--- src/logic/frd_map.vh ---
// constants for the rom routine dispatcher: routine addresses, classes, latencies
// assumes inclusion by the dispatcher modules only
`ifndef FRD_MAP_VH
`define FRD_MAP_VH

// ==========================================
// address fields
`define FRD_ADDR_W 9
`define FRD_INT_LO 9'h035
`define FRD_INT_HI 9'h03f
`define FRD_SGL_LO 9'h080
`define FRD_DBL_LO 9'h0c0
`define FRD_DBL_HI 9'h0ff

// ==========================================
// routine classes
`define FRD_CLS_W 3
`define FRD_CLS_NOP 3'h0
`define FRD_CLS_FIXED 3'h1
`define FRD_CLS_XFER 3'h2
`define FRD_CLS_ABORT 3'h3
`define FRD_CLS_CHECK 3'h4
`define FRD_CLS_CMP 3'h5

// ==========================================
// precision codes
`define FRD_PREC_INT 2'h0
`define FRD_PREC_SGL 2'h1
`define FRD_PREC_DBL 2'h2

// ==========================================
// state counts
`define FRD_CNT_W 8
`define FRD_XFER_BASE 8'h02

`endif

--- src/logic/frd_dispatch.v ---
// rom routine dispatcher: decode, latency timing, ready and done for the fpu core
// assumes the issuer keeps the start request only while ready is high,
// and a coprocessor-mode host clock well below half the system clock rate
//
// Summary of operation
// - total states then smaller issue count; next operation accepted only after it.
// - one state is half host clock in coprocessor mode, one clock otherwise.
// - load, save and move-multiple take states depending on words moved.
// - add, subtract, absolute sum and difference take 2 states, issue after 1.
// - compare subtracts, updates status only, 2 states, issue after 1.
// - all precision conversions take 2 states, issue after 1.
// - square root takes 10(9) single and 16(15) double.
// - squaring takes 4(3) single and 5(4) double.
// - abort stops any instruction in progress; 2 states, issue after 1.
// - check reports whether previous instruction finished; 2 states, issue after 1.
// - matrix row multiply elements 3-0 takes 6(5) single, 11(10) double.
// - matrix steps 11-8 and 15-12 take 12(11), double 16(15).
// - matrix add step takes 9(8) in every precision.
// - dot product 7(6) integer and single, 10(9) double.
// - cross product 9(8) integer and single, 15(14) double.
// - magnitude 30/20/29, normalize 50/31/49, issue one earlier.
// - reflection 16(15) integer and single, 23(22) double.
// - backface test 16(15) single, 25(24) double.
// - x-plane line clip 25(24) single, 35(34) double.
// - viewport scale-convert 21(20) single, 33(32) double.
// - point-window 5(4), point-volume 7(6), both precisions.
// - vertex-volume compare 6(5), line clip value compare 5(4).
// - pair min/max 5(4) in single and double.
// - vector scaling 4(3) single, 7(6) double.
`timescale 1ns/1ps
`include "frd_map.vh"

module frd_dispatch
(
	input wire CLK_SYS_IN,
	input wire SYS_RST_IN,
	input wire COPROC_MODE_IN,
	input wire HOST_CLK_IN,
	input wire START_IN,
	input wire INT_SELECT_IN,
	input wire [`FRD_ADDR_W-1:0] ROUTINE_ADDR_IN,
	input wire [`FRD_CNT_W-1:0] XFER_WORDS_IN,
	output wire READY_OUT,
	output reg DONE_OUT,
	output reg BUSY_OUT,
	output reg [1:0] PRECISION_OUT,
	output reg [`FRD_ADDR_W-1:0] ACTIVE_ADDR_OUT,
	output reg STATUS_ONLY_OUT,
	output reg ABORT_OUT,
	output reg CHECK_RESULT_OUT,
	output reg CHECK_VALID_OUT,
	output reg RESTRICT_ERR_OUT,
	output reg ACCEPT_OUT
);

// ==========================================
// decode
wire [`FRD_CNT_W-1:0] rom_total;
wire [`FRD_CNT_W-1:0] rom_issue;
wire [`FRD_CLS_W-1:0] rom_cls;
wire rom_restricted;
wire tick;

frd_latency_rom u_rom
(
	.addr_in(ROUTINE_ADDR_IN),
	.total_out(rom_total),
	.issue_out(rom_issue),
	.cls_out(rom_cls),
	.restricted_out(rom_restricted)
);

frd_state_tick u_tick
(
	.clk_in(CLK_SYS_IN),
	.rst_in(SYS_RST_IN),
	.coproc_mode_in(COPROC_MODE_IN),
	.host_clk_in(HOST_CLK_IN),
	.tick_out(tick)
);

// in host-independent mode only a jump with internal select reaches the rom
wire selected = COPROC_MODE_IN | INT_SELECT_IN;
wire in_range = (ROUTINE_ADDR_IN >= `FRD_INT_LO && ROUTINE_ADDR_IN <= `FRD_INT_HI) ||
	(ROUTINE_ADDR_IN >= `FRD_SGL_LO && ROUTINE_ADDR_IN <= `FRD_DBL_HI);
wire is_nop = (rom_cls == `FRD_CLS_NOP) || !in_range;
wire refused = !COPROC_MODE_IN && rom_restricted;

// variable transfer latency: base states plus one per word
wire [`FRD_CNT_W-1:0] xfer_total = `FRD_XFER_BASE + XFER_WORDS_IN;
wire [`FRD_CNT_W-1:0] sel_total = (rom_cls == `FRD_CLS_XFER) ? xfer_total : rom_total;
wire [`FRD_CNT_W-1:0] sel_issue = (rom_cls == `FRD_CLS_XFER) ? xfer_total - 8'h01 : rom_issue;

// ==========================================
// timing
reg [`FRD_CNT_W-1:0] elapsed;
reg [`FRD_CNT_W-1:0] total;
reg [`FRD_CNT_W-1:0] issue;
reg issue_open;
reg prev_done;

assign READY_OUT = issue_open;
wire take = START_IN && issue_open && selected;
wire launch = take && !is_nop && !refused;
wire [`FRD_CNT_W-1:0] next_elapsed = elapsed + 8'h01;

always @(posedge CLK_SYS_IN)
begin
	if (SYS_RST_IN)
	begin
		elapsed <= 8'h00;
		total <= 8'h00;
		issue <= 8'h00;
		issue_open <= 1'b1;
		prev_done <= 1'b1;
		DONE_OUT <= 1'b0;
		BUSY_OUT <= 1'b0;
		PRECISION_OUT <= `FRD_PREC_INT;
		ACTIVE_ADDR_OUT <= 9'h000;
		STATUS_ONLY_OUT <= 1'b0;
		ABORT_OUT <= 1'b0;
		CHECK_RESULT_OUT <= 1'b0;
		CHECK_VALID_OUT <= 1'b0;
		RESTRICT_ERR_OUT <= 1'b0;
		ACCEPT_OUT <= 1'b0;
	end
	else
	begin
		DONE_OUT <= 1'b0;
		ABORT_OUT <= 1'b0;
		CHECK_VALID_OUT <= 1'b0;
		ACCEPT_OUT <= take;
		RESTRICT_ERR_OUT <= take && refused;
		if (launch)
		begin
			elapsed <= 8'h00;
			total <= sel_total;
			issue <= sel_issue;
			issue_open <= 1'b0;
			BUSY_OUT <= 1'b1;
			ACTIVE_ADDR_OUT <= ROUTINE_ADDR_IN;
			STATUS_ONLY_OUT <= (rom_cls == `FRD_CLS_CMP);
			if (ROUTINE_ADDR_IN < `FRD_SGL_LO)
				PRECISION_OUT <= `FRD_PREC_INT;
			else if (ROUTINE_ADDR_IN < `FRD_DBL_LO)
				PRECISION_OUT <= `FRD_PREC_SGL;
			else
				PRECISION_OUT <= `FRD_PREC_DBL;
			if (rom_cls == `FRD_CLS_ABORT)
				ABORT_OUT <= 1'b1;
			if (rom_cls == `FRD_CLS_CHECK)
			begin
				CHECK_VALID_OUT <= 1'b1;
				CHECK_RESULT_OUT <= prev_done;
			end
			// every launch, abort included, replaces the running routine, so its completion is never reported
			prev_done <= 1'b0;
		end
		else if (BUSY_OUT && tick)
		begin
			elapsed <= next_elapsed;
			if (next_elapsed == issue)
				issue_open <= 1'b1;
			if (next_elapsed == total)
			begin
				DONE_OUT <= 1'b1;
				BUSY_OUT <= 1'b0;
				prev_done <= 1'b1;
			end
		end
	end
end

endmodule

--- src/logic/frd_latency_rom.v ---
// latency and class lookup for the internal rom routines
// assumes a routine address in the 9-bit internal space; combinational only
`timescale 1ns/1ps
`include "frd_map.vh"

module frd_latency_rom
(
	input wire [`FRD_ADDR_W-1:0] addr_in,
	output reg [`FRD_CNT_W-1:0] total_out,
	output reg [`FRD_CNT_W-1:0] issue_out,
	output reg [`FRD_CLS_W-1:0] cls_out,
	output reg restricted_out
);

// ==========================================
// table: total states, issue count is total minus one for every nonzero total, zero otherwise
reg [`FRD_CNT_W-1:0] t;

always @*
begin
	t = 8'h00;
	cls_out = `FRD_CLS_FIXED;
	restricted_out = 1'b0;
	case (addr_in)
	9'h035: t = 8'h0a;
	9'h036, 9'h037: t = 8'h0c;
	9'h038, 9'h0b8, 9'h0f8: t = 8'h09;
	9'h039, 9'h03a, 9'h0b9, 9'h0ba, 9'h0f9, 9'h0fa: t = 8'h04;
	9'h03b, 9'h0bb: t = 8'h07;
	9'h0fb: t = 8'h0a;
	9'h03c, 9'h0bc: t = 8'h09;
	9'h0fc: t = 8'h0f;
	9'h03d: t = 8'h1e;
	9'h0bd: t = 8'h14;
	9'h0fd: t = 8'h1d;
	9'h03e: t = 8'h32;
	9'h0be: t = 8'h1f;
	9'h0fe: t = 8'h31;
	9'h03f, 9'h0bf: t = 8'h10;
	9'h0ff: t = 8'h17;
	9'h080, 9'h081, 9'h083, 9'h084, 9'h085, 9'h08b,
	9'h0c0, 9'h0c1, 9'h0c3, 9'h0c4, 9'h0c5, 9'h0cb: t = 8'h02;
	9'h082, 9'h0c2:
	begin
		t = 8'h02;
		cls_out = `FRD_CLS_CMP;
	end
	9'h088, 9'h093, 9'h0a0, 9'h0a1, 9'h0a2, 9'h0a3, 9'h0ac,
	9'h0d3, 9'h0e0, 9'h0e1, 9'h0e2, 9'h0e3, 9'h0ec: t = 8'h02;
	9'h0a4, 9'h0a5, 9'h0a6, 9'h0e4, 9'h0e5, 9'h0e6: t = 8'h02;
	9'h089, 9'h08a: t = 8'h07;
	9'h086, 9'h087, 9'h08d, 9'h08e, 9'h0c6, 9'h0c7, 9'h0cd, 9'h0ce, 9'h0ae, 9'h0af:
	begin
		cls_out = `FRD_CLS_XFER;
		restricted_out = (addr_in != 9'h086) && (addr_in != 9'h087);
	end
	9'h090, 9'h0d0: t = 8'h05;
	9'h091, 9'h0d1: t = 8'h07;
	9'h092: t = 8'h10;
	9'h0d2: t = 8'h19;
	9'h094: t = 8'h11;
	9'h095, 9'h096: t = 8'h19;
	9'h0d5, 9'h0d6: t = 8'h23;
	9'h097, 9'h09c: t = 8'h12;
	9'h098: t = 8'h15;
	9'h0d8: t = 8'h21;
	9'h099, 9'h0d9: t = 8'h0d;
	9'h09a, 9'h0da: t = 8'h06;
	9'h09d, 9'h0dd: t = 8'h05;
	9'h09b: t = 8'h11;
	9'h09e: t = 8'h16;
	9'h0a7:
	begin
		t = 8'h04;
		restricted_out = 1'b1;
	end
	9'h0e7:
	begin
		t = 8'h07;
		restricted_out = 1'b1;
	end
	9'h0a8: t = 8'h04;
	9'h0e8: t = 8'h05;
	9'h0a9, 9'h0aa: t = 8'h0a;
	9'h0e9, 9'h0ea: t = 8'h10;
	9'h0ab, 9'h0eb:
	begin
		t = 8'h02;
		cls_out = `FRD_CLS_ABORT;
	end
	9'h0ad, 9'h0ed:
	begin
		t = 8'h02;
		cls_out = `FRD_CLS_CHECK;
	end
	9'h0b0, 9'h0b1, 9'h0f0, 9'h0f1, 9'h0b2, 9'h0f2, 9'h0b3, 9'h0f3:
	begin
		restricted_out = 1'b1;
		t = (addr_in[1:0] == 2'h2) ? 8'h03 :
			((addr_in[1:0] == 2'h3) ? 8'h05 : ((addr_in[6]) ? 8'h05 : 8'h04));
	end
	9'h0b4: t = 8'h06;
	9'h0f4: t = 8'h0b;
	9'h0b5: t = 8'h0a;
	9'h0f5: t = 8'h0e;
	9'h0b6, 9'h0b7: t = 8'h0c;
	9'h0f6, 9'h0f7: t = 8'h10;
	9'h0c8: t = 8'h03;
	9'h0c9, 9'h0ca: t = 8'h0d;
	9'h0d4: t = 8'h1a;
	9'h0d7: t = 8'h1c;
	9'h0db, 9'h0dc, 9'h0de: t = 8'h1f;
	default:
	begin
		t = 8'h00;
		cls_out = `FRD_CLS_NOP;
	end
	endcase
	total_out = t;
	issue_out = (t == 8'h00) ? 8'h00 : t - 8'h01;
end

endmodule

--- src/logic/frd_state_tick.v ---
// machine-state tick generator
// assumes host_mode is steady while idle; one tick per state
`timescale 1ns/1ps
`include "frd_map.vh"

module frd_state_tick
(
	input wire clk_in,
	input wire rst_in,
	input wire coproc_mode_in,
	input wire host_clk_in,
	output reg tick_out
);

// ==========================================
// coprocessor mode: a state on each host clock edge, i.e. half a period
reg sync_a;
reg sync_b;
reg last;

always @(posedge clk_in)
begin
	if (rst_in)
	begin
		sync_a <= 1'b0;
		sync_b <= 1'b0;
		last <= 1'b0;
		tick_out <= 1'b0;
	end
	else
	begin
		sync_a <= host_clk_in;
		sync_b <= sync_a;
		last <= sync_b;
		tick_out <= coproc_mode_in ? (sync_b ^ last) : 1'b1;
	end
end

endmodule

--- config.mk ---
export PLATFORM = sky130hd
export DESIGN_NAME = frd_dispatch
export DESIGN_NICKNAME = d
export VERILOG_FILES = /design/src/logic/frd_dispatch.v /design/src/logic/frd_latency_rom.v /design/src/logic/frd_state_tick.v
export VERILOG_INCLUDE_DIRS = /design/src /design/src/logic
export SDC_FILE = /design/constraint.sdc
export NUM_CORES = 1
export LEC_CHECK = 0
export ABC_AREA = 1
export BUFFER_PORTS_ARGS = -buffer_cell sky130_fd_sc_hd__buf_2
export CORE_MARGIN = 3
export CORE_UTILIZATION = 30
export CTS_BUF_LIST = sky130_fd_sc_hd__clkbuf_8
export CTS_CLUSTER_DIAMETER = 30
export DETAILED_ROUTE_END_ITERATION = 10
export PLACE_DENSITY = 0.5
export SYNTH_ARGS = -nofsm -noshare
export SYNTH_HDL_FRONTEND = slang
export SYNTH_SLANG_ARGS = --single-unit
export TNS_END_PERCENT = 50
--- constraint.sdc ---
create_clock -name CLK_SYS_IN -period 2.4 [get_ports CLK_SYS_IN]
set_input_delay 0.24 -clock CLK_SYS_IN [delete_from_list [all_inputs] [get_ports CLK_SYS_IN]]
set_output_delay 0.24 -clock CLK_SYS_IN [all_outputs]
set_load 0.1 [all_outputs]
======== Yosys cells after proc, flatten, opt, wreduce, memory -nomap -nowiden ========
Cells that the tools add are included.
cells by class
  $add $sub $neg .......................... 4
  $mul .................................... 0
  div/mod/pow operators ................... 0
  order comparisons ....................... 6
  equality and inequality tests ........... 141
  shift operators ......................... 0
  multiplexer cells ....................... 24
  bitwise gates (word level) .............. 4
  reductions and logical operators ........ 49
operators by type and width
  kind                                                                              count
  9-bit by 8-bit == test with 1-bit output, second input constant                   120
  8-bit case mux with 31 select lines                                               1
  115-bit OR reduction                                                              1
  9-bit by 6-bit == test with 1-bit output, second input constant                   11
  8-bit two-way mux                                                                 5
  37-bit OR reduction                                                               1
  10-bit OR reduction                                                               2
  9-bit by 8-bit < comparator with 1-bit output, second input constant              2
  9-bit by 8-bit != test with 1-bit output, second input constant                   2
  8-bit == test                                                                     2
  2-bit OR reduction                                                                8
  8-bit OR reduction                                                                2
  8-bit by 1-bit subtractor with 8-bit output, second input constant                2
  3-bit case mux with 5 select lines                                                1
  5-bit OR reduction                                                                3
  1-bit two-way mux                                                                 14
  7-bit OR reduction                                                                2
  4-bit OR reduction                                                                3
  1-bit logical AND                                                                 10
  9-bit by 6-bit >= comparator with 1-bit output, second input constant             1
  9-bit by 8-bit >= comparator with 1-bit output, second input constant             1
  9-bit by 6-bit less-or-equal comparator with 1-bit output, second input constant  1
  9-bit by 8-bit less-or-equal comparator with 1-bit output, second input constant  1
  3-bit OR reduction                                                                3
  16 further kinds                                                                  29
storage, ports and cells
  register bits ........................... 49
  latch bits .............................. 0
  bits in writable memories ............... 0
  ROM bits ................................ 0
  input bits .............................. 23
  memories ................................ 0

======== Logic depth before layout (Yosys ltp) ========
  word-level depth ........................ 10
  mapped depth ............................ 20
  depth with buffers taken out ............ 20

======== Modules after synthesis ========
A second synthesis with hierarchy kept.
second synthesis, totals
  cells, all modules ...................... 793
  area total of the unflattened synthesis .. 4,290.4 µm²
by module, submodules not included
  module           times used  cells each  area each (µm²)
  frd_dispatch     1           370         2,423.6
  frd_latency_rom  1           406         1,736.7
  frd_state_tick   1           17          130.1

======== Least setup slack after synthesis ========
No wires, ideal clock.
  path kind ............................... input-to-reg
  from .................................... in ROUTINE_ADDR_IN[6]
  to ...................................... reg issue[5]
  library setup time ...................... 112 ps
  arrival time ............................ 2,012 ps
  data required time ...................... 2,288 ps
  slack ................................... 276 ps
  stages on the path ...................... 19
  path buffers ............................ 1
  path through ............................ buf_2 > inv_2 > nand3_1 > nor2_1 > nand2_1 > nand2_1 > nor2_2 > nand2_1 > a21oi_1 > nand2_1 > nor2_1 > ha_1 > nand4_1 > nor2_1 > nor2_2 > nand2_1 > nand2_1 > nand2_1 > nand2_1
between the ends
  longest elaborated chain between the ends .. 8
  elaborated cells between the ends (all ways) .. 182
  those cells by class .................... add/sub: 1; order compare: 4; eq/ne: 134; mux: 8; reduce/logical: 35
ends and longest elaborated chain
  element                                                                                              RTL line            source
  start, declared                                                                                      frd_dispatch.v:41   input wire [`FRD_ADDR_W-1:0] ROUTINE_ADDR_IN,
  parallel branches: the longest is 8 deep, another holds 8-bit by 1-bit subtractor with 8-bit output  -
  end signal, assigned                                                                                 frd_dispatch.v:138  issue <= sel_issue;
  end, declared                                                                                        frd_dispatch.v:98   reg [`FRD_CNT_W-1:0] issue;
Parallel ways; which one is timed is not known.
A chain may end at the register's enable or synchronous reset.

======== Final worst setup path ========
  from .................................... in ROUTINE_ADDR_IN[1]
  to ...................................... reg issue[7]
Same word-level chain as after synthesis.

==> reports/metrics.csv <==
stage,metric,value,unit
setup_path,worst reg2reg setup slack,0.36,ns
clock_tree,Clock Tree Root,clkbuf_8,
floorplanning,I/O pin cnt,43,
detailed_routing,Vias/cell,4.73,
sta,worst relative slew slack,67.0,%
logic_synthesis,post-synth cell types,41,
detailed_routing,first-pass iteration count of the detailed router,5,
final_layout,Register Area,981,um^2
setup_path,CP most frequent cell,nand2_1,
logic_synthesis,syn_nets,679,
global_routing,global-route wire length before repair,23800,um
logic_synthesis,synthesized area,3790,um^2
setup_path,Worst EP arrival,2.44,ns
setup_path,reg-to-reg endpoint,READY_OUT$_SDFFE_PP1P_,
global_routing,vias in the first global route,4539,
placed_design,GP Congestion,0.969,
setup_path,nature of the critical path endpoint,register,
logic_synthesis,top-count cell post-synth,nand2_1,
logic_synthesis,YS warnings,0,
clock_tree,deepest clock path buffer count,2,
power,ratio of total power to cell area,353,nW/um^2
setup_path,"critical path, cell by cell",buf_2 > inv_2 > nand2_2 > nor2_1 > inv_1 > nand2_1 > nand2_1 > nand2_1 > nor2_1 > nand4_1 > nor2_2 > ha_1 > nand4_1 > nor2_2 > nor2_2 > nand2_1 > nand2_1 > nand2_1 > nand2_1,
detailed_routing,DR WL/cell,15.0,um
hold_path,Hold WC Path Type,input pin to register,
global_routing,grt total ovfl,0,
setup_path,Bufs and invs on worst path,3,
run,Max-Cap Viols,0,
clock_tree,clk_lat worst skew,0.31,ns
sta,final setup vio count,0,
setup_path,Crit Path Class,input pin to register,
logic_synthesis,Commonest cells post-synth,"nand2_1 (211), nor2_1 (123), inv_1 (59)",
power,Tot Pwr,1.85,mW
sta,Worst Tran Pin Value,0.498,ns
setup_path,reg2reg path depth,8,
sta,"Hold Vio Cnt, Final",0,
floorplanning,die height,118,um
power,switching pwr,0.629,mW
final_layout,fraction of layout cells with a size suffix above 1,28.0,%
sta,RSZ-0062 raised after global routing,yes,
sta,fin crit share,92.4,%
power,leakage power total,2.74,nW
sta,min cycle time layout,2.22,ns
setup_path,reg2reg start,elapsed[0]$_SDFFE_PP0P_,
logic_synthesis,most common flop cell mapped by yosys,dfxtp_1,
logic_synthesis,sequential area share after synthesis,25.8,%
sta,WHS,0.127,ns
detailed_routing,routed via count,4637,
floorplanning,FP Rows,40,
sta,Pins Over Slew Limit,0,
final_layout,Final #Nets,841,
final_layout,# diodes,0,
setup_path,CP top delay family,simple AND/OR/NAND/NOR gates,
global_routing,GRT Util Overall,21.1,%
logic_synthesis,Syn Inst Count,650,
logic_synthesis,"flops & latches, synth",49,
clock_tree,htree depth,2,
global_routing,initial antenna violation count,0,
logic_synthesis,top cell type by total area after synthesis,dfxtp_1,
clock_tree,CTS tree,done,
final_layout,footprint of the multi-input gates,2560,um^2
floorplanning,starting density of the core,31.1,%
power,switch share,33.9,%
final_layout,Area Overhead vs Synth,38.6,%
placed_design,# placed instances,973,
sta,clock skew,0.0105,ns
setup_path,crit path to,issue[7]$_SDFFE_PP0P_,
clock_tree,CTS buffer count,5,
status,status,finished clean,
floorplanning,core footprint,12200,um^2
sta,fmax,451,MHz
setup_path,critical path's slowest cell,nor2_2,
placed_design,I/O Buffers,42,
power,Max VDD drop,218,uV
setup_path,Crit path largest cell delay,0.21,ns
logic_synthesis,share of the synthesized area in the top cell type,25.8,%
power,Clk pwr share,28.5,%
detailed_routing,initial DRC count,237,
detailed_routing,DRC viols,0,
setup_path,Startpoint Class,input pin,
logic_synthesis,"EDFF count, synth",0,
global_routing,largest net degree at the start of global routing,23,
power,Int Pwr,1.23,mW
logic_synthesis,syn avg cell area,5.84,um^2
power,Gate power share,26.7,%
power,power share of the sequential group,44.8,%
detailed_routing,post-route ant nets,0,
setup_path,Worst Setup SP,ROUTINE_ADDR_IN[1],
floorplanning,die area,14000,um^2
floorplanning,x dimension of the die,118,um
placed_design,Detail Placement HPWL,12500,um
logic_synthesis,post-synthesis async set-or-reset flop share,0,%
setup_path,worst path required time,2.62,ns
logic_synthesis,Synth area leaders,"dfxtp_1 (26%), nand2_1 (21%), nor2_1 (12%)",
detailed_routing,Total Wirelength,14800,um
clock_tree,CTS Sinks,49,
clock_tree,"CTS clk-pin slew, worst paths",0.11,ns
setup_path,Critical Path Fanout Max,7,
setup_path,Crit path depth,19,
final_layout,"Cell Count, Final, Fillers Out",981,
final_layout,Filler Cell Count,1387,
-- final cells by class --
class | instances | area share, %
clock inverters | 3 | 0.500
multi-input cells | 524 | 48.8
well taps | 168 | 4.00
flip-flops and latches | 49 | 18.6
inverters | 68 | 4.90
clock buffers | 5 | 1.31
repair buffers | 164 | 21.9
-- power groups by stage --
stage / registers (mW) / logic [mW] / clock network (mW)
2_1_floorplan: 0.884 / 0.234 / 0
3_3_place_gp: 0.850 / 0.482 / 0
3_5_place_dp: 0.851 / 0.478 / 0
4_1_cts: 0.832 / 0.479 / 0.552
5_1_grt: 0.834 / 0.545 / 0.586
6_report: 0.832 / 0.495 / 0.528
-- cell usage in the layout, fill, tap and decap left out, drive strengths merged --
cell type,instances
nand3,50
clkinvlp,2
and2,1
inv,69
nand2,217
o211ai,1
nor4,1
o2111ai,1
a211oi,7
or2,1
a21boi,1
nor3,9
and3,3
ha,6
xor2,19
dfxtp,49
a21oi,15
a31o,1
buf,164
and3b,1
nor3b,1
clkbuf,5
xnor2,7
o22ai,1
nor2,132
o21ai,36
o21a,1
nand4,12
-- stage by stage --
stage / util (%) / area [um^2] / setup slack, ns / TNS [ns]
6_report: 43.1 / 5260 / 0.182 / 0
5_1_grt: 43.1 / 5260 / -0.0180 / -0.0472
4_1_cts: 42.4 / 5180 / 0.0186 / 0
3_5_place_dp: 41.7 / 5090 / -0.313 / -5.55
3_3_place_gp: 41.7 / 5090 / -0.353 / -7.34
2_1_floorplan: - / 3790 / 0.276 / 0
-- what timing repair did --
action / in CTS / in global routing
endpoints found under the hold margin: 0 / 0
endpoints found under the setup margin: 0 / 8
resized for setup: 0 / 25
setup buffers: 0 / 0
hold buffers: 0 / 0
-- cells by family after synthesis --
family	share of synthesized area, %
simple gates	47.5
buf+inv	8.57
compound gates	10.1
flops	25.8
xor+xnor	6.00
fa+ha+maj	1.98
-- layer usage --
| metal | global-route usage, % | part of all wire, % | vias to the layer above |
|---|---|---|---|
| li1 | - | - | 2383 |
| met2 | 35.5 | 47 | 104 |
| met3 | 2.30 | 4.4 | 30 |
| met5 | 0 | 0 | - |
| met4 | 7.10 | 3.0 | 0 |
| met1 | 28.2 | 45 | 2120 |
-- worst min path at each step --
stage,cells after the start,end,start
global route,3,u_tick.sync_a$_SDFF_PP0_,HOST_CLK_IN
CTS,3,u_tick.sync_a$_SDFF_PP0_,HOST_CLK_IN
floorplan,1,u_tick.sync_a$_SDFF_PP0_,SYS_RST_IN
detailed placement,2,u_tick.sync_b$_SDFF_PP0_,u_tick.sync_a$_SDFF_PP0_
global placement,2,u_tick.sync_b$_SDFF_PP0_,u_tick.sync_a$_SDFF_PP0_
finish,3,u_tick.sync_a$_SDFF_PP0_,HOST_CLK_IN
-- flip-flops by register name, summed over array words and instances, names as in the netlist, 2 cells and up --
| register | count |
|---|---|
| PRECISION_OUT | 2 |
| total | 8 |
| elapsed | 8 |
| issue | 8 |
| ACTIVE_ADDR_OUT | 9 |
-- worst register-to-register path: stages, from the launching register on --
cell and delay, ns:
dfxtp_1 0.37, ha_1 0.22, nand4_1 0.14, nor2_1 0.15
xor2_1 0.40, o21ai_0 0.13, a211oi_1 0.20, nand3_1 0.19
a21oi_1 0.18
Power figures use the tool's default switching activity.
